<file path="src/core/emtm_defines.svh">
`ifndef EMTM_DEFINES_SVH
`define EMTM_DEFINES_SVH
// Notes on behaviour
// - With a trace trigger option on, a matching bus cycle pulls the trigger low.
// - A pulse starts at the end of the hit cycle and ends at the end of the next one.
// - Hits in back-to-back bus cycles keep the trigger low without a gap.
// - While running, a hardware break hit also starts a low trigger pulse.
// - A software break hit never produces a trigger pulse.
// - Every change of the emulation clock source asserts the processor reset.
// - Asking for the target clock while it is absent flags an error and selects internal.
// - At start the source is target clock, else pod crystal, else internal 15 MHz.
// - At start and on request the reset, bus request, wait, IRL and NMI lines are tested.
// - While running the fetch address is sampled every 200 ms, 2 s or never; 200 ms default.
// - While running, no progress for 80 us or longer flags a stall and captures the address.
// - While running, a low wait line shows wait status with the address, except for memory commands or refresh.
// - Reset status shows while the reset line is low, bus request status while it is low.
// - On the target clock, supply loss is seen before clock loss.
// - Supply loss while idle switches to the internal clock and resets the processor.
// - Supply loss while running flags supply down; on return the program counter is reported.

// Timing
`define EMTM_CLK_MHZ 250
`define EMTM_STALL_US 80
`define EMTM_INTV_FAST_MS 200
`define EMTM_INTV_SLOW_S 2
`define EMTM_RST_PULSE_CYCLES 16

// Register byte offsets
`define EMTM_OFS_CTRL 8'h00
`define EMTM_OFS_CLOCK 8'h04
`define EMTM_OFS_STATUS 8'h08
`define EMTM_OFS_EVENTS 8'h0C
`define EMTM_OFS_MASK 8'h10
`define EMTM_OFS_PC 8'h14
`define EMTM_OFS_STALL 8'h18
`define EMTM_OFS_WAIT 8'h1C

// Control fields and reset value
`define EMTM_CTRL_RUN 0
`define EMTM_CTRL_TRGBUS 1
`define EMTM_CTRL_TRGUSR 2
`define EMTM_CTRL_INTV_LO 4
`define EMTM_CTRL_CHECK 8
`define EMTM_CTRL_WMASK 32'h0000_0037
`define EMTM_CTRL_RESET 32'h0000_0010

// Event bits
`define EMTM_EV_TRIG 0
`define EMTM_EV_CLKERR 1
`define EMTM_EV_STALL 2
`define EMTM_EV_VCCDOWN 3
`define EMTM_EV_VCCBACK 4
`define EMTM_EV_SAMPLE 5
`define EMTM_EV_CHECK 6
`define EMTM_EV_CLKLOSS 7
`define EMTM_EV_WIDTH 8
`endif

</file>
<file path="src/core/emtm_pkg.sv">
package emtm_pkg;
    // Emulation clock source as seen in the clock register
    typedef enum logic [1:0] {
        CLK_INTERNAL = 2'h0,
        CLK_CRYSTAL = 2'h1,
        CLK_TARGET = 2'h2
    } emtm_clk_src_e;
    // Clock switch sequencer
    typedef enum logic [1:0] {CS_START, CS_READY, CS_HOLD} emtm_clk_state_e;
    // Address sampling interval option
    typedef enum logic [1:0] {
        INTV_OFF = 2'h0,
        INTV_FAST = 2'h1,
        INTV_SLOW = 2'h2
    } emtm_intv_e;
    // One emulated processor bus cycle
    typedef struct packed {
        logic cycle_end;
        logic trace_bus_match;
        logic trace_user_match;
        logic hw_break;
        logic sw_break;
        logic mem_cmd;
        logic refresh;
        logic [31:0] fetch_addr;
        logic [31:0] addr;
    } emtm_bus_cycle_s;
    // Target interface lines and pod straps
    typedef struct packed {
        logic processor_reset_n;
        logic bus_request_n;
        logic wait_n;
        logic [3:0] interrupt_level_inputs_n;
        logic nmi_n;
        logic clock_present;
        logic vcc_ok;
        logic crystal_fitted;
    } emtm_target_s;
endpackage

</file>
<file path="src/core/emtm_core.sv">
`timescale 1ns/100ps
`default_nettype none
`include "emtm_defines.svh"
module emtm_core #(
    parameter int unsigned STALL_CYCLES = `EMTM_STALL_US * `EMTM_CLK_MHZ,
    parameter int unsigned FAST_CYCLES =
        `EMTM_INTV_FAST_MS * 1000 * `EMTM_CLK_MHZ,
    parameter int unsigned SLOW_CYCLES =
        `EMTM_INTV_SLOW_S * 1000000 * `EMTM_CLK_MHZ,
    parameter int unsigned RST_CYCLES = `EMTM_RST_PULSE_CYCLES
)(
    // Clock and reset
    input wire logic mclk_in,
    input wire logic sys_rst_in,
    // AHB-Lite slave
    input wire logic hsel_in,
    input wire logic [31:0] haddr_in,
    input wire logic [1:0] htrans_in,
    input wire logic hwrite_in,
    input wire logic [2:0] hsize_in,
    input wire logic [31:0] hwdata_in,
    input wire logic hready_in,
    output logic [31:0] hrdata_out,
    output logic hreadyout_out,
    output logic hresp_out,
    // Emulated bus cycles and target lines
    input wire emtm_pkg::emtm_bus_cycle_s bus_cycle_in,
    input wire emtm_pkg::emtm_target_s target_in,
    // Probe, clock control and interrupt
    output logic trigger_n_out,
    output emtm_pkg::emtm_clk_src_e clock_select_out,
    output logic proc_reset_n_out,
    output logic irq_out
);

    // Bus slave state
    logic dp_valid_reg, dp_valid_next;
    logic dp_write_reg, dp_write_next;
    logic [7:0] dp_addr_reg, dp_addr_next;
    logic addr_take;
    logic wr_ctrl, wr_clock, wr_mask, rd_events;

    // Register state
    logic [31:0] ctrl_reg, ctrl_next;
    logic [7:0] mask_reg, mask_next;
    logic [7:0] events_reg, events_next;
    logic [7:0] ev_set;
    logic check_req;
    logic run;
    emtm_pkg::emtm_intv_e intv;

    // Clock sequencer state
    emtm_pkg::emtm_clk_state_e state_reg, state_next;
    emtm_pkg::emtm_clk_src_e src_reg, src_next, req_src;
    logic [31:0] rst_cnt_reg, rst_cnt_next;
    logic clk_switch, clk_err;

    // Trigger, monitor and check state
    logic trig_low_reg, trig_low_next;
    logic trace_hit, brk_hit;
    logic [7:0] fault_reg, fault_next;
    logic [7:0] lines_n;
    logic [31:0] intv_cnt_reg, intv_cnt_next, intv_limit;
    logic [31:0] stall_cnt_reg, stall_cnt_next;
    logic [31:0] pc_reg, pc_next;
    logic [31:0] stall_addr_reg, stall_addr_next;
    logic [31:0] wait_addr_reg, wait_addr_next;
    logic vcc_down_reg, vcc_down;
    logic wait_st, clk_loss, sample_due, stall_hit, vcc_back;

    // Address phase is taken only with hready high; zero wait states
    assign addr_take = hsel_in & htrans_in[1] & hready_in;
    assign hreadyout_out = 1'b1;
    assign hresp_out = 1'b0;
    assign wr_ctrl = dp_valid_reg & dp_write_reg
        & (dp_addr_reg == `EMTM_OFS_CTRL);
    assign wr_clock = dp_valid_reg & dp_write_reg
        & (dp_addr_reg == `EMTM_OFS_CLOCK);
    assign wr_mask = dp_valid_reg & dp_write_reg
        & (dp_addr_reg == `EMTM_OFS_MASK);
    assign rd_events = dp_valid_reg & ~dp_write_reg
        & (dp_addr_reg == `EMTM_OFS_EVENTS);

    // Next address phase capture
    always_comb
    begin
        dp_valid_next = addr_take;
        dp_write_next = addr_take & hwrite_in;
        dp_addr_next = addr_take ? haddr_in[7:0] : dp_addr_reg;
    end

    always_ff @(posedge mclk_in)
    begin
        if (sys_rst_in)
        begin
            dp_valid_reg <= 1'b0;
            dp_write_reg <= 1'b0;
            dp_addr_reg <= 8'h00;
        end
        else
        begin
            dp_valid_reg <= dp_valid_next;
            dp_write_reg <= dp_write_next;
            dp_addr_reg <= dp_addr_next;
        end
    end

    // Read mux in the data phase; reads of the event word see it pre-clear
    always_comb
    begin
        hrdata_out = 32'h0000_0000;
        if (dp_valid_reg & ~dp_write_reg)
        begin
            unique case (dp_addr_reg)
                `EMTM_OFS_CTRL: hrdata_out = ctrl_reg;
                `EMTM_OFS_CLOCK: hrdata_out = {30'h0, src_reg};
                `EMTM_OFS_STATUS: hrdata_out = {14'h0, src_reg, fault_reg,
                    1'b0, (stall_cnt_reg >= STALL_CYCLES), clk_loss,
                    vcc_down, ~target_in.bus_request_n,
                    ~target_in.processor_reset_n, wait_st,
                    ~proc_reset_n_out};
                `EMTM_OFS_EVENTS: hrdata_out = {24'h0, events_reg};
                `EMTM_OFS_MASK: hrdata_out = {24'h0, mask_reg};
                `EMTM_OFS_PC: hrdata_out = pc_reg;
                `EMTM_OFS_STALL: hrdata_out = stall_addr_reg;
                `EMTM_OFS_WAIT: hrdata_out = wait_addr_reg;
                default: hrdata_out = 32'h0000_0000;
            endcase
        end
    end

    // Software controls; check bit is a self-clearing request
    assign check_req = wr_ctrl & hwdata_in[`EMTM_CTRL_CHECK];
    assign run = ctrl_reg[`EMTM_CTRL_RUN];
    assign intv = emtm_pkg::emtm_intv_e'(ctrl_reg[`EMTM_CTRL_INTV_LO +: 2]);
    assign irq_out = |(events_reg & mask_reg);

    // A set arriving with the read-clear wins, so no event is lost
    always_comb
    begin
        ctrl_next = ctrl_reg;
        mask_next = mask_reg;
        if (wr_ctrl)
            ctrl_next = hwdata_in & `EMTM_CTRL_WMASK;
        if (wr_mask)
            mask_next = hwdata_in[7:0];
        events_next = (rd_events ? 8'h00 : events_reg) | ev_set;
    end

    always_ff @(posedge mclk_in)
    begin
        if (sys_rst_in)
        begin
            ctrl_reg <= `EMTM_CTRL_RESET;
            mask_reg <= 8'h00;
            events_reg <= 8'h00;
        end
        else
        begin
            ctrl_reg <= ctrl_next;
            mask_reg <= mask_next;
            events_reg <= events_next;
        end
    end

    // Requested source; the unused code falls to internal
    always_comb
    begin
        unique case (hwdata_in[1:0])
            2'h1: req_src = emtm_pkg::CLK_CRYSTAL;
            2'h2: req_src = emtm_pkg::CLK_TARGET;
            default: req_src = emtm_pkg::CLK_INTERNAL;
        endcase
    end

    // Clock sequencer: every switch holds the processor in reset
    always_comb
    begin
        state_next = state_reg;
        src_next = src_reg;
        rst_cnt_next = rst_cnt_reg;
        clk_switch = 1'b0;
        clk_err = 1'b0;
        unique case (state_reg)
            emtm_pkg::CS_START:
            begin
                clk_switch = 1'b1;
                if (target_in.clock_present)
                    src_next = emtm_pkg::CLK_TARGET;
                else if (target_in.crystal_fitted)
                    src_next = emtm_pkg::CLK_CRYSTAL;
                else
                    src_next = emtm_pkg::CLK_INTERNAL;
            end
            emtm_pkg::CS_READY:
            begin
                if (wr_clock)
                begin
                    clk_switch = 1'b1;
                    src_next = req_src;
                    if (req_src == emtm_pkg::CLK_TARGET
                        && !target_in.clock_present)
                    begin
                        src_next = emtm_pkg::CLK_INTERNAL;
                        clk_err = 1'b1;
                    end
                end
                else if (vcc_down && !run)
                begin
                    src_next = emtm_pkg::CLK_INTERNAL;
                    clk_switch = 1'b1;
                end
            end
            emtm_pkg::CS_HOLD:
            begin
                rst_cnt_next = rst_cnt_reg - 32'h0000_0001;
                if (rst_cnt_reg <= 32'h0000_0001)
                    state_next = emtm_pkg::CS_READY;
            end
        endcase
        if (clk_switch)
        begin
            state_next = emtm_pkg::CS_HOLD;
            rst_cnt_next = RST_CYCLES;
        end
    end

    always_ff @(posedge mclk_in)
    begin
        if (sys_rst_in)
        begin
            state_reg <= emtm_pkg::CS_START;
            src_reg <= emtm_pkg::CLK_INTERNAL;
            rst_cnt_reg <= 32'h0000_0000;
        end
        else
        begin
            state_reg <= state_next;
            src_reg <= src_next;
            rst_cnt_reg <= rst_cnt_next;
        end
    end

    // Processor runs only once the sequencer has settled
    assign proc_reset_n_out = (state_reg == emtm_pkg::CS_READY);
    assign clock_select_out = src_reg;

    // Trigger: level only moves at bus cycle ends
    assign trace_hit = (ctrl_reg[`EMTM_CTRL_TRGBUS]
        & bus_cycle_in.trace_bus_match)
        | (ctrl_reg[`EMTM_CTRL_TRGUSR]
        & bus_cycle_in.trace_user_match);
    // Software breaks are deliberately not part of the hit term
    assign brk_hit = run & bus_cycle_in.hw_break;

    always_comb
    begin
        trig_low_next = trig_low_reg;
        if (bus_cycle_in.cycle_end)
            trig_low_next = trace_hit | brk_hit;
    end

    always_ff @(posedge mclk_in)
    begin
        if (sys_rst_in)
            trig_low_reg <= 1'b0;
        else
            trig_low_reg <= trig_low_next;
    end

    assign trigger_n_out = ~trig_low_reg;

    // Supply and clock watch; a dead supply masks clock loss
    assign vcc_down = (src_reg == emtm_pkg::CLK_TARGET) & ~target_in.vcc_ok;
    assign clk_loss = (src_reg == emtm_pkg::CLK_TARGET) & target_in.vcc_ok
        & ~target_in.clock_present;
    assign vcc_back = vcc_down_reg & ~vcc_down & run;
    assign wait_st = run & ~target_in.wait_n & ~bus_cycle_in.mem_cmd
        & ~bus_cycle_in.refresh;
    assign lines_n = {target_in.processor_reset_n, target_in.bus_request_n,
        target_in.wait_n, target_in.interrupt_level_inputs_n,
        target_in.nmi_n};
    assign intv_limit = (intv == emtm_pkg::INTV_SLOW) ? SLOW_CYCLES
        : FAST_CYCLES;
    assign sample_due = run & (intv == emtm_pkg::INTV_FAST
        || intv == emtm_pkg::INTV_SLOW)
        & (intv_cnt_reg >= intv_limit - 32'h0000_0001);
    assign stall_hit = run & ~bus_cycle_in.cycle_end
        & (stall_cnt_reg == STALL_CYCLES - 32'h0000_0001);

    // Events raised by the watchers
    always_comb
    begin
        ev_set = 8'h00;
        ev_set[`EMTM_EV_TRIG] = trig_low_next & ~trig_low_reg;
        ev_set[`EMTM_EV_CLKERR] = clk_err;
        ev_set[`EMTM_EV_STALL] = stall_hit;
        ev_set[`EMTM_EV_VCCDOWN] = vcc_down & ~vcc_down_reg & run;
        ev_set[`EMTM_EV_VCCBACK] = vcc_back;
        ev_set[`EMTM_EV_SAMPLE] = sample_due;
        ev_set[`EMTM_EV_CHECK] = check_req
            | (state_reg == emtm_pkg::CS_START);
        ev_set[`EMTM_EV_CLKLOSS] = clk_loss;
    end

    // Monitor counters and captured addresses
    always_comb
    begin
        intv_cnt_next = intv_cnt_reg + 32'h0000_0001;
        if (!run || sample_due)
            intv_cnt_next = 32'h0000_0000;
        stall_cnt_next = stall_cnt_reg;
        if (!run || bus_cycle_in.cycle_end)
            stall_cnt_next = 32'h0000_0000;
        else if (stall_cnt_reg < STALL_CYCLES)
            stall_cnt_next = stall_cnt_reg + 32'h0000_0001;
        pc_next = pc_reg;
        if (sample_due || vcc_back)
            pc_next = bus_cycle_in.fetch_addr;
        stall_addr_next = stall_hit ? bus_cycle_in.addr : stall_addr_reg;
        wait_addr_next = wait_st ? bus_cycle_in.addr : wait_addr_reg;
        fault_next = fault_reg;
        if (check_req || state_reg == emtm_pkg::CS_START)
            fault_next = ~lines_n;
    end

    always_ff @(posedge mclk_in)
    begin
        if (sys_rst_in)
        begin
            intv_cnt_reg <= 32'h0000_0000;
            stall_cnt_reg <= 32'h0000_0000;
            pc_reg <= 32'h0000_0000;
            stall_addr_reg <= 32'h0000_0000;
            wait_addr_reg <= 32'h0000_0000;
            fault_reg <= 8'h00;
            vcc_down_reg <= 1'b0;
        end
        else
        begin
            intv_cnt_reg <= intv_cnt_next;
            stall_cnt_reg <= stall_cnt_next;
            pc_reg <= pc_next;
            stall_addr_reg <= stall_addr_next;
            wait_addr_reg <= wait_addr_next;
            fault_reg <= fault_next;
            vcc_down_reg <= vcc_down;
        end
    end
endmodule // emtm_core
`default_nettype wire

</file>
<file path="config.mk">
export PLATFORM = sky130hd
export DESIGN_NAME = emtm_core
export DESIGN_NICKNAME = d
export VERILOG_FILES = /design/src/core/emtm_pkg.sv /design/src/core/emtm_core.sv
export VERILOG_INCLUDE_DIRS = /design/src /design/src/core
export SDC_FILE = /design/constraint.sdc
export NUM_CORES = 1
export LEC_CHECK = 0
export BUFFER_PORTS_ARGS = -buffer_cell sky130_fd_sc_hd__buf_4
export CAP_MARGIN = 15
export CORE_ASPECT_RATIO = 2
export CORE_MARGIN = 4
export CORE_UTILIZATION = 40
export CTS_CLUSTER_SIZE = 28
export DETAILED_ROUTE_END_ITERATION = 10
export SLEW_MARGIN = 20
export SYNTH_ARGS = -nofsm -noshare
export SYNTH_HDL_FRONTEND = slang
export SYNTH_SLANG_ARGS = --single-unit
</file>
<file path="constraint.sdc">
create_clock -name mclk_in -period 3.3 [get_ports mclk_in]
set_clock_uncertainty 0.15 [all_clocks]
set_input_delay 0.66 -clock mclk_in [delete_from_list [all_inputs] [get_ports mclk_in]]
set_output_delay 0.66 -clock mclk_in [all_outputs]
set_load 0.05 [all_outputs]
</file>
Word level (Yosys, flattened, before mapping):

Index checks and enable logic that the tools add are counted.

* output and inout bits: 39
* bits in registers: 237
* latch bits: 0
* bits in read-only memories: 0
* bits in writable memories: 0
* logic and storage cells: 135
* memories: 0
* input bits: 156

* mux-type cells: 23
* magnitude comparators: 4
* reductions and logical operators: 21
* multipliers: 0
* divide/modulo/power cells: 0
* shifts and indexed selects: 0
* bitwise operators: 47
* equality and inequality tests: 17
* add/sub/neg operators: 4

Operators with widths (number)
* case mux 32 bit (8 select lines): 1
* adder 32 x 1 -> 32 bit, second input constant: 2
* equality test 32 x 15 -> 1 bit, second input constant: 1
* equality test 8 x 5 -> 1 bit, second input constant: 4
* greater-or-equal comparator 32 x 15 -> 1 bit, second input constant: 1
* greater-or-equal comparator 32 bit: 1
* <= comparator 32 x 1 -> 1 bit, second input constant: 1
* less-than comparator 32 x 15 -> 1 bit, second input constant: 1
* 2-to-1 mux 32 bit: 1
* subtractor 32 x 1 -> 32 bit, second input constant: 1
* subtractor 29 x 1 -> 30 bit, second input constant: 1
* 2-to-1 mux 29 bit: 1
* bitwise AND 1 bit: 28
* equality test 8 x 4 -> 1 bit, second input constant: 2
* 2-to-1 mux 2 bit: 7
* inverter 1 bit: 13
* equality test 2 bit, second input constant: 5
* 2-to-1 mux 5 bit: 2
* bitwise AND 8 bit: 1
* equality test 8 x 3 -> 1 bit, second input constant: 1
* zero test 8 bit: 1
* 2-to-1 mux 8 bit: 1
* inverter 8 bit: 1
* bitwise OR 8 bit: 1
* 14 further kinds: 37

Longest topological paths before layout:

Gate-level depths: netlist (run 1).

* depth in word-level cells: 8
* mapped depth: 12
* mapped depth without buffers: 10

Worst setup path after synthesis (run 1):

Ideal clock, no wire load.

* path type: register to output
* start point: register dp_addr_reg[6]
* end point: output hrdata_out[2]
* required time: 2490 ps
* arrival: 2600 ps
* path slack: -110 ps
* stages on the path, launching flop included: 6
* path buffers: 2
* path through: dfxtp_1 or4_4 or4b_2 clkbuf_1 clkbuf_1 a31oi_1

* longest elaborated chain between the ends: 3
* elaborated cells on any way between the ends: 10
* classes of those cells: eq/ne (7); mux (2); reduce/logical (1)

Ends and longest elaborated chain
* start, declared: line emtm_core.sv:39 `logic [7:0] dp_addr_reg, dp_addr_next;`
* start signal, assigned: line emtm_core.sv:104 `dp_addr_reg <= dp_addr_next;`
* equality test 8 x 5 -> 1 bit, or another cell as far along: line emtm_core.sv:114 `unique case (dp_addr_reg)`
* case mux 32 bit (8 select lines) (*): line emtm_core.sv:114
* 2-to-1 mux 32 bit (*): line emtm_core.sv:112 `if (dp_valid_reg & ~dp_write_reg)`
* end, declared: line emtm_core.sv:23 `output logic [31:0] hrdata_out,`

Every way passes the cells marked *; elsewhere a longest branch is shown, timed or not.

Worst setup path in the final report (run 1):

Ends and elaborated chain as after synthesis.

==> results of run 1 <==
[cell type report]
type	count	share of cell area [%]
diodes	3	0.0559
repair buffers	199	13.4
clock inverters	3	0.140
inverters	19	0.531
clock buffers	35	5.00
flip-flops and latches	237	35.4
well taps	340	3.17
multi-input cells	912	42.3
[cells in the mapped netlist (3+ instances only)]
cell type / number
dfxtp_1: 237
xor2_1: 30
a222oi_1: 19
a31oi_1: 6
nand4_1: 15
and3_1: 15
nor4_1: 15
ha_1: 16
a21oi_1: 102
or2_2: 3
nor2b_1: 4
nand3_1: 23
clkbuf_1: 49
o21ai_0: 6
inv_1: 19
o211ai_1: 3
nor3b_1: 4
mux2i_1: 49
or4_1: 9
a22oi_1: 37
nor2_1: 150
a211oi_1: 19
or4_4: 3
buf_6: 4
o31ai_1: 3
nand2b_1: 8
buf_4: 3
xnor2_1: 40
nor3_1: 15
buf_2: 14
or3_1: 9
nand2_1: 246
and2_1: 20
[kinds of logic after synthesis]
family                   after synthesis
XOR/XNOR                              70
AND/OR/NAND/NOR                      558
multiplexers                          52
buffers and inverters                 91
flip-flops                           237
adder cells (fa/ha/maj)               16
other                                  2
AO/OA/AOI/OAI                        214
[per-layer routing]
metal | part of all wire [%] | up-vias | global-route usage (%)
li1 | - | 4586 | -
met1 | 37 | 4472 | 23.6
met2 | 52 | 311 | 39.8
met3 | 4.8 | 95 | 2.65
met4 | 5.7 | 0 | 12.0
met5 | 0 | - | 0
[worst max-delay path, cell delays in order (launching register included)]
cell     delay, ps
dfxtp_2        330
or4_4          550
or4b_4         540
buf_12         200
a31oi_1        160
buf_4          160
buf_8          140
[timing repair]
action,in CTS,in global routing
endpoints found under the setup margin,32,45
cloned,2,0
resized for setup,84,27
endpoints found under the hold margin,0,0
setup buffers,4,9
pin swaps,9,5
[how the worst min path moves through the flow]
stage	start	endpoint	slack, ps	cells after the start
CTS	target_in[3]	fault_reg[0]$_SDFFE_PP0P_	130	2
global route	target_in[5]	fault_reg[2]$_SDFFE_PP0P_	150	2
floorplan	intv_cnt_reg[0]$_SDFF_PP0_	intv_cnt_reg[0]$_SDFF_PP0_	260	1
detailed placement	intv_cnt_reg[0]$_SDFF_PP0_	intv_cnt_reg[0]$_SDFF_PP0_	290	1
finish	target_in[3]	fault_reg[0]$_SDFFE_PP0P_	150	2
global placement	intv_cnt_reg[0]$_SDFF_PP0_	intv_cnt_reg[0]$_SDFF_PP0_	270	1
[through the flow]
step / std cells / power, mW / hold slack, ps
6_report: 1748 / 7.67 / 153
5_1_grt: 1748 / 8.10 / 149
4_1_cts: 1736 / 7.76 / 131
3_5_place_dp: 1692 / 5.23 / 290
3_3_place_gp: 1692 / 5.20 / 273
2_1_floorplan: 1240 / 4.78 / 263
[power by group through the flow]
| stage | Sequential, mW | Clock, mW | Combinational (mW) |
|---|---|---|---|
| CTS | 3.27 | 2.56 | 1.92 |
| detailed placement | 3.33 | 0 | 1.89 |
| floorplan | 3.33 | 0 | 1.45 |
| global route | 3.30 | 2.66 | 2.14 |
| finish | 3.27 | 2.49 | 1.90 |
| global placement | 3.33 | 0 | 1.87 |
==> metrics.md, run 1 <==
| Metric | Value |
|---|---|
| Status | finished, violations left |
| Violated checks | negative setup slack |
| Critical Path RT | 2490 ps |
| Worst IR Drop VDD | 0.354 mV |
| Wire length per cell | 18.2 µm |
| Setup CP Type | reg2out |
| Largest family of logic cells by synthesized area | simple AND/OR/NAND/NOR gates |
| Largest net degree at the start of global routing | 37 |
| Area after DPL | 12100 µm² |
| Layout cells sized above 1 | 21.3% |
| Fillers | 2523 |
| Max-Cap Viols | 0 |
| Synth top area cells | dfxtp_1, nand2_1, nor2_1 |
| Synthesized flop and latch total | 237 |
| Seq/Total Area, Yosys | 45.2% |
| Endpoints failing setup | 25 |
| Adder-Cell Fraction of Synth Area | 1.91% |
| Comb power frac | 24.8% |
| First-pass GRT wire length | 50.1 mm |
| DRC Markers | 0 |
| Syn Std Cell Area | 10500 µm² |
| Most frequent cells in the layout | nand2_1, dfxtp_1, buf_4 |
| Post-synthesis area per instance | 8.46 µm² |
| CP arrival | 2610 ps |
| Highest clock rate | 292 MHz |
| Commonest non-fill, non-tap cell in the layout | nand2_1 |
| Power Density | 571 nW/µm² |
| I/O pin count | 195 |
| Area leader, netlist | dfxtp_1 |
| Final Cycle Share | 104% |
| RSZ-0062 raised after global routing | yes |
| CTS Hold Buffers Added | 0 |
| Syn. warnings | 0 |
| Placement row count | 83 |
| Clock slew at reported path FFs | 60 ps |
| Register-to-register setup slack | 180 ps |
| ANT nets after route | 0 |
| Reg power frac | 42.7% |
| Post-route setup slack | -123 ps |
| Overall Global Routing Usage | 21.8% |
| Number of port buffers | 140 |
| Worst-skew pair later-pin latency | 530 ps |
| CP Launch Type | flop |
| Register Area | 4750 µm² |
| Fin nets | 1564 |
| CP max FO | 16 |
| Switching Power | 2.39 mW |
| Complex-gate fraction of the synthesized area | 13.6% |
| Capture point of the worst path | hrdata_out[2] |
| Initial core utilization | 40.7% |
| WL final | 31.9 mm |
| Post-synthesis cell type count | 67 |
| Clock root buffer master | clkbuf_16 |
| Top_reg_cell synth | dfxtp_1 |
| Top cell type's share of synthesized area | 45.2% |
| Reg2Reg Depth | 11 |
| Inserted Clock Buffers | 23 |
| Multi-input logic area | 5680 µm² |
| Die width | 123 µm |
| CTS Buffer Depth | 3 |
| Final core utilization | 52.1% |
| EDFF count, synth | 0 |
| Core area | 25800 µm² |
| Die area | 29000 µm² |
| TritonCTS clock tree | built |
| Die Y | 237 µm |
| Initial drt markers | 614 |
| Sw frac | 31.2% |
| Setup TNS Final | -1390 ps |
| Worst slack, placed | 141 ps |
| Critical path endpoint category | output pin |
| Fin area | 13400 µm² |
| Async S/R FF share, synth | 0% |
| CTS H-tree lvls | 1 |
| Via density per instance | 5.41 |
| Hold Fails Final Rpt | 0 |
| Internal Dissipation | 5.28 mW |
| Hold Path Class | in2reg |
| Synth Area in XOR/XNOR | 5.85% |
| Rel. slew slack | 44.7% |
| Synthesized instance count | 1240 |
| Synth Net Count | 1412 |
| Simple-gate share of the synthesized area | 24.4% |
| First-pass iteration count of the detailed router | 7 |
| # clock sinks | 237 |
| Total grt overflow | 0 |
| Clock power frac | 32.5% |
| Gp weighted congestion | 0.876 |
| Mux cell area share after synthesis | 5.11% |
| Reg2reg start | ctrl_reg[4]$_SDFFE_PP1P_ |
| Post-DP HPWL | 22.7 mm |
| Max-slew violation count | 0 |
| Actual slew at the worst max-slew pin | 823 ps |
| Min Tclk post-route | 3420 ps |
| Pleak | 5.05 nW |
| Number of global-route vias before repair | 9656 |
| RR Endpoint | pc_reg[28]$_SDFFE_PP0P_ |
| Setup crit start | dp_addr_reg[6]$_SDFFE_PP0P_ |
| Area Overhead vs Synth | 28.0% |
| DR vias | 9464 |
| Initial antenna violation count | 3 |
No activity file was read; power rests on OpenSTA's default activity.
==> inputs of run 2 (changes only) <==
CORE_UTILIZATION = 45   (was 40)
CTS_BUF_LIST = sky130_fd_sc_hd__clkbuf_16   (was not set)
PLACE_DENSITY = 0.67   (was not set)
==> run 2 against run 1 <==
Largest cell class unchanged. Sequential share of layout area rose by 1.2 points. Setup slack improved by 25 ps. Sequential power barely moved. The flow still finishes with violations (negative setup slack). Critical endpoint is now hrdata_out[8].
==> metrics.md, run 2 (synthesized netlist as in run 1, its figures left out) <==
| Metric | Value |
|---|---|
| First-pass GRT wire length | 48.7 mm (was 50.1 mm) |
| Initial core utilization | 45.9% (was 40.7%) |
| Initial antenna violation count | 0 (was 3) |
| Endpoints failing setup | 31 (was 25) |
| Area Overhead vs Synth | 23.8% (was 28.0%) |
| Critical Path RT | 2490 ps (about the same) |
| Final core utilization | 56.9% (was 52.1%) |
| Die area | 26000 µm² (was 29000 µm²) |
| Post-route setup slack | -97.9 ps (was -123 ps) |
| ANT nets after route | 0 (unchanged) |
| Hold Path Class | in2reg (unchanged) |
| Wire length per cell | 18.4 µm (was 18.2 µm) |
| Total grt overflow | 0 (unchanged) |
| DR vias | 9377 (was 9464) |
| Layout cells sized above 1 | 19.6% (was 21.3%) |
| Post-Place Cells | 1626 (was 1692) |
| Critical path endpoint category | output pin (unchanged) |
| WHS | 167 ps (was 153 ps) |
| Endpoint of the worst hold path | fault_reg[2]$_SDFFE_PP0P_ (was fault_reg[0]$_SDFFE_PP0P_) |
| CP Launch Type | flop (unchanged) |
| CP cell instances | or4_4, or4b_4, buf_12, a21oi_1, buf_4 (was or4_4, or4b_4, buf_12, a31oi_1, buf_4, buf_8) |
| Die Y | 224 µm (was 237 µm) |
| # clock sinks | 237 (unchanged) |
| Largest net degree at the start of global routing | 49 (was 37) |
| DRC Markers | 0 (unchanged) |
| Rel. slew slack | 42.7% (was 44.7%) |
| Crit-path leading delay family | simple AND/OR/NAND/NOR gates (unchanged) |
| Number of port buffers | 140 (unchanged) |
| Total design power | 7.76 mW (was 7.67 mW) |
| RR Endpoint | pc_reg[18]$_SDFFE_PP0P_ (was pc_reg[28]$_SDFFE_PP0P_) |
| Fin nets | 1546 (was 1564) |
| TritonCTS clock tree | built (unchanged) |
| Post-DP HPWL | 21.7 mm (was 22.7 mm) |
| CP arrival | 2590 ps (was 2610 ps) |
| Final Non-Filler Cells | 1670 (was 1748) |
| Clock slew at reported path FFs | 70 ps (was 60 ps) |
| RSZ-0062 raised after global routing | yes (unchanged) |
| Inserted Clock Buffers | 22 (was 23) |
| Hold path start | target_in[5] (was target_in[3]) |
| Register Area | 4750 µm² (about the same) |
| Clock root buffer master | clkbuf_16 (unchanged) |
| Commonest non-fill, non-tap cell in the layout | nand2_1 (unchanged) |
| CP max FO | 16 (unchanged) |
| Min Tclk post-route | 3400 ps (was 3420 ps) |
| Worst slack, placed | 60.9 ps (was 141 ps) |
| Fin area | 13000 µm² (was 13400 µm²) |
| Hold Fails Final Rpt | 0 (unchanged) |
| Reg2Reg Depth | 11 (unchanged) |
| CTS Hold Buffers Added | 0 (unchanged) |
| WL final | 30.7 mm (was 31.9 mm) |
| I/O pin count | 195 (unchanged) |
| Largest stage delay, worst path | 580 ps (was 550 ps) |
| Most frequent cells in the layout | nand2_1, dfxtp_1, buf_4 (unchanged) |
| Multi-input logic area | 5510 µm² (was 5680 µm²) |
| Max-Cap Viols | 0 (unchanged) |
| Setup CP Type | reg2out (unchanged) |
| Highest clock rate | 294 MHz (was 292 MHz) |
| CTS Buffer Depth | 3 (unchanged) |
| N_diodes | 0 (was 3) |
| Setup TNS Final | -1220 ps (was -1390 ps) |
| Overall Global Routing Usage | 23.7% (was 21.8%) |
| Reg2reg start | ctrl_reg[5]$_SDFFE_PP0P_ (was ctrl_reg[4]$_SDFFE_PP1P_) |
| Register-to-register setup slack | 260 ps (was 180 ps) |
| Pleak | 4.95 nW (was 5.05 nW) |
| Power Density | 598 nW/µm² (was 571 nW/µm²) |
| Gp weighted congestion | 0.899 (was 0.876) |
| Worst IR Drop VDD | 0.549 mV (was 0.354 mV) |
| Critical path buffers and inverters | 2 (was 3) |
| Via density per instance | 5.61 (was 5.41) |
| CTS H-tree lvls | 1 (unchanged) |
| Actual slew at the worst max-slew pin | 854 ps (was 823 ps) |
| Initial drt markers | 678 (was 614) |
| Worst-skew pair later-pin latency | 520 ps (was 530 ps) |
| Violated checks | negative setup slack (unchanged) |
| Worst Hold Depth | 2 (unchanged) |
| Number of global-route vias before repair | 9528 (was 9656) |
| Die width | 116 µm (was 123 µm) |
| Core area | 22800 µm² (was 25800 µm²) |
| Slowest CP cell | or4b_4 (was or4_4) |
| Fillers | 2117 (was 2523) |
| Max-slew violation count | 0 (unchanged) |
| Area after DPL | 12000 µm² (was 12100 µm²) |
| Status | finished, violations left (unchanged) |
| Placement row count | 78 (was 83) |
| First-pass iteration count of the detailed router | 5 (was 7) |
| Final Cycle Share | 103% (was 104%) |
-- run 2: area by class of cell --
cell class                      instances  share of cell area [%]
Sequential cell                       237                    36.5
Timing Repair Buffer                  182                    12.2
Clock buffer                           23                    4.43
Tap cell                              280                    2.70
Clock inverter                         17                    1.19
Inverter                               19                   0.549
Multi-Input combinational cell        912                    42.4
-- run 2: how the worst max path moves through the flow --
stage / from / end / slack (ps) / cells after the start
2_1_floorplan: dp_addr_reg[6]$_SDFFE_PP0P_ / hrdata_out[2] / -110 / 5
3_3_place_gp: ctrl_reg[4]$_SDFFE_PP1P_ / pc_reg[28]$_SDFFE_PP0P_ / 110 / 11
3_5_place_dp: ctrl_reg[4]$_SDFFE_PP1P_ / pc_reg[25]$_SDFFE_PP0P_ / 60 / 11
4_1_cts: dp_addr_reg[6]$_SDFFE_PP0P_ / hrdata_out[1] / -130 / 5
5_1_grt: dp_addr_reg[0]$_SDFFE_PP0P_ / hrdata_out[2] / -120 / 8
6_report: dp_addr_reg[6]$_SDFFE_PP0P_ / hrdata_out[8] / -100 / 5
-- run 2: worst reg2reg max path: stages (launching register included) --
cell and delay, ps:
dfxtp_1 380, ha_1 180, inv_1 120, ha_1 330
or4b_1 460, a21o_1 190, a2111oi_0 320, a211o_1 280
a21oi_4 100, buf_4 160, buf_12 140, mux2i_1 130
-- run 2: what timing repair did --
item / in CTS / in global routing
setup endpoints to repair: 32 / 49
buffers inserted: 0 / 3
cloned: 1 / 0
endpoints found under the hold margin: 0 / 0
resized for setup: 47 / 18
pin swaps: 1 / 2
-- run 2: where the power goes --
group	total, mW	leakage (nW)	switching, mW	internal (mW)
Combinational	1.88	2.67	1.09	0.795
Sequential	3.27	1.92	0.190	3.08
Clock	2.61	0.362	1.11	1.50
Total	7.76	4.95	2.39	5.37
-- run 2: routing by layer --
metal,vias up,wire length [µm],track usage [%]
li1,4562,-,-
met1,4435,10900,25.0
met2,293,16600,44.4
met3,87,1640,3.24
met4,0,1560,11.7
met5,-,0,0
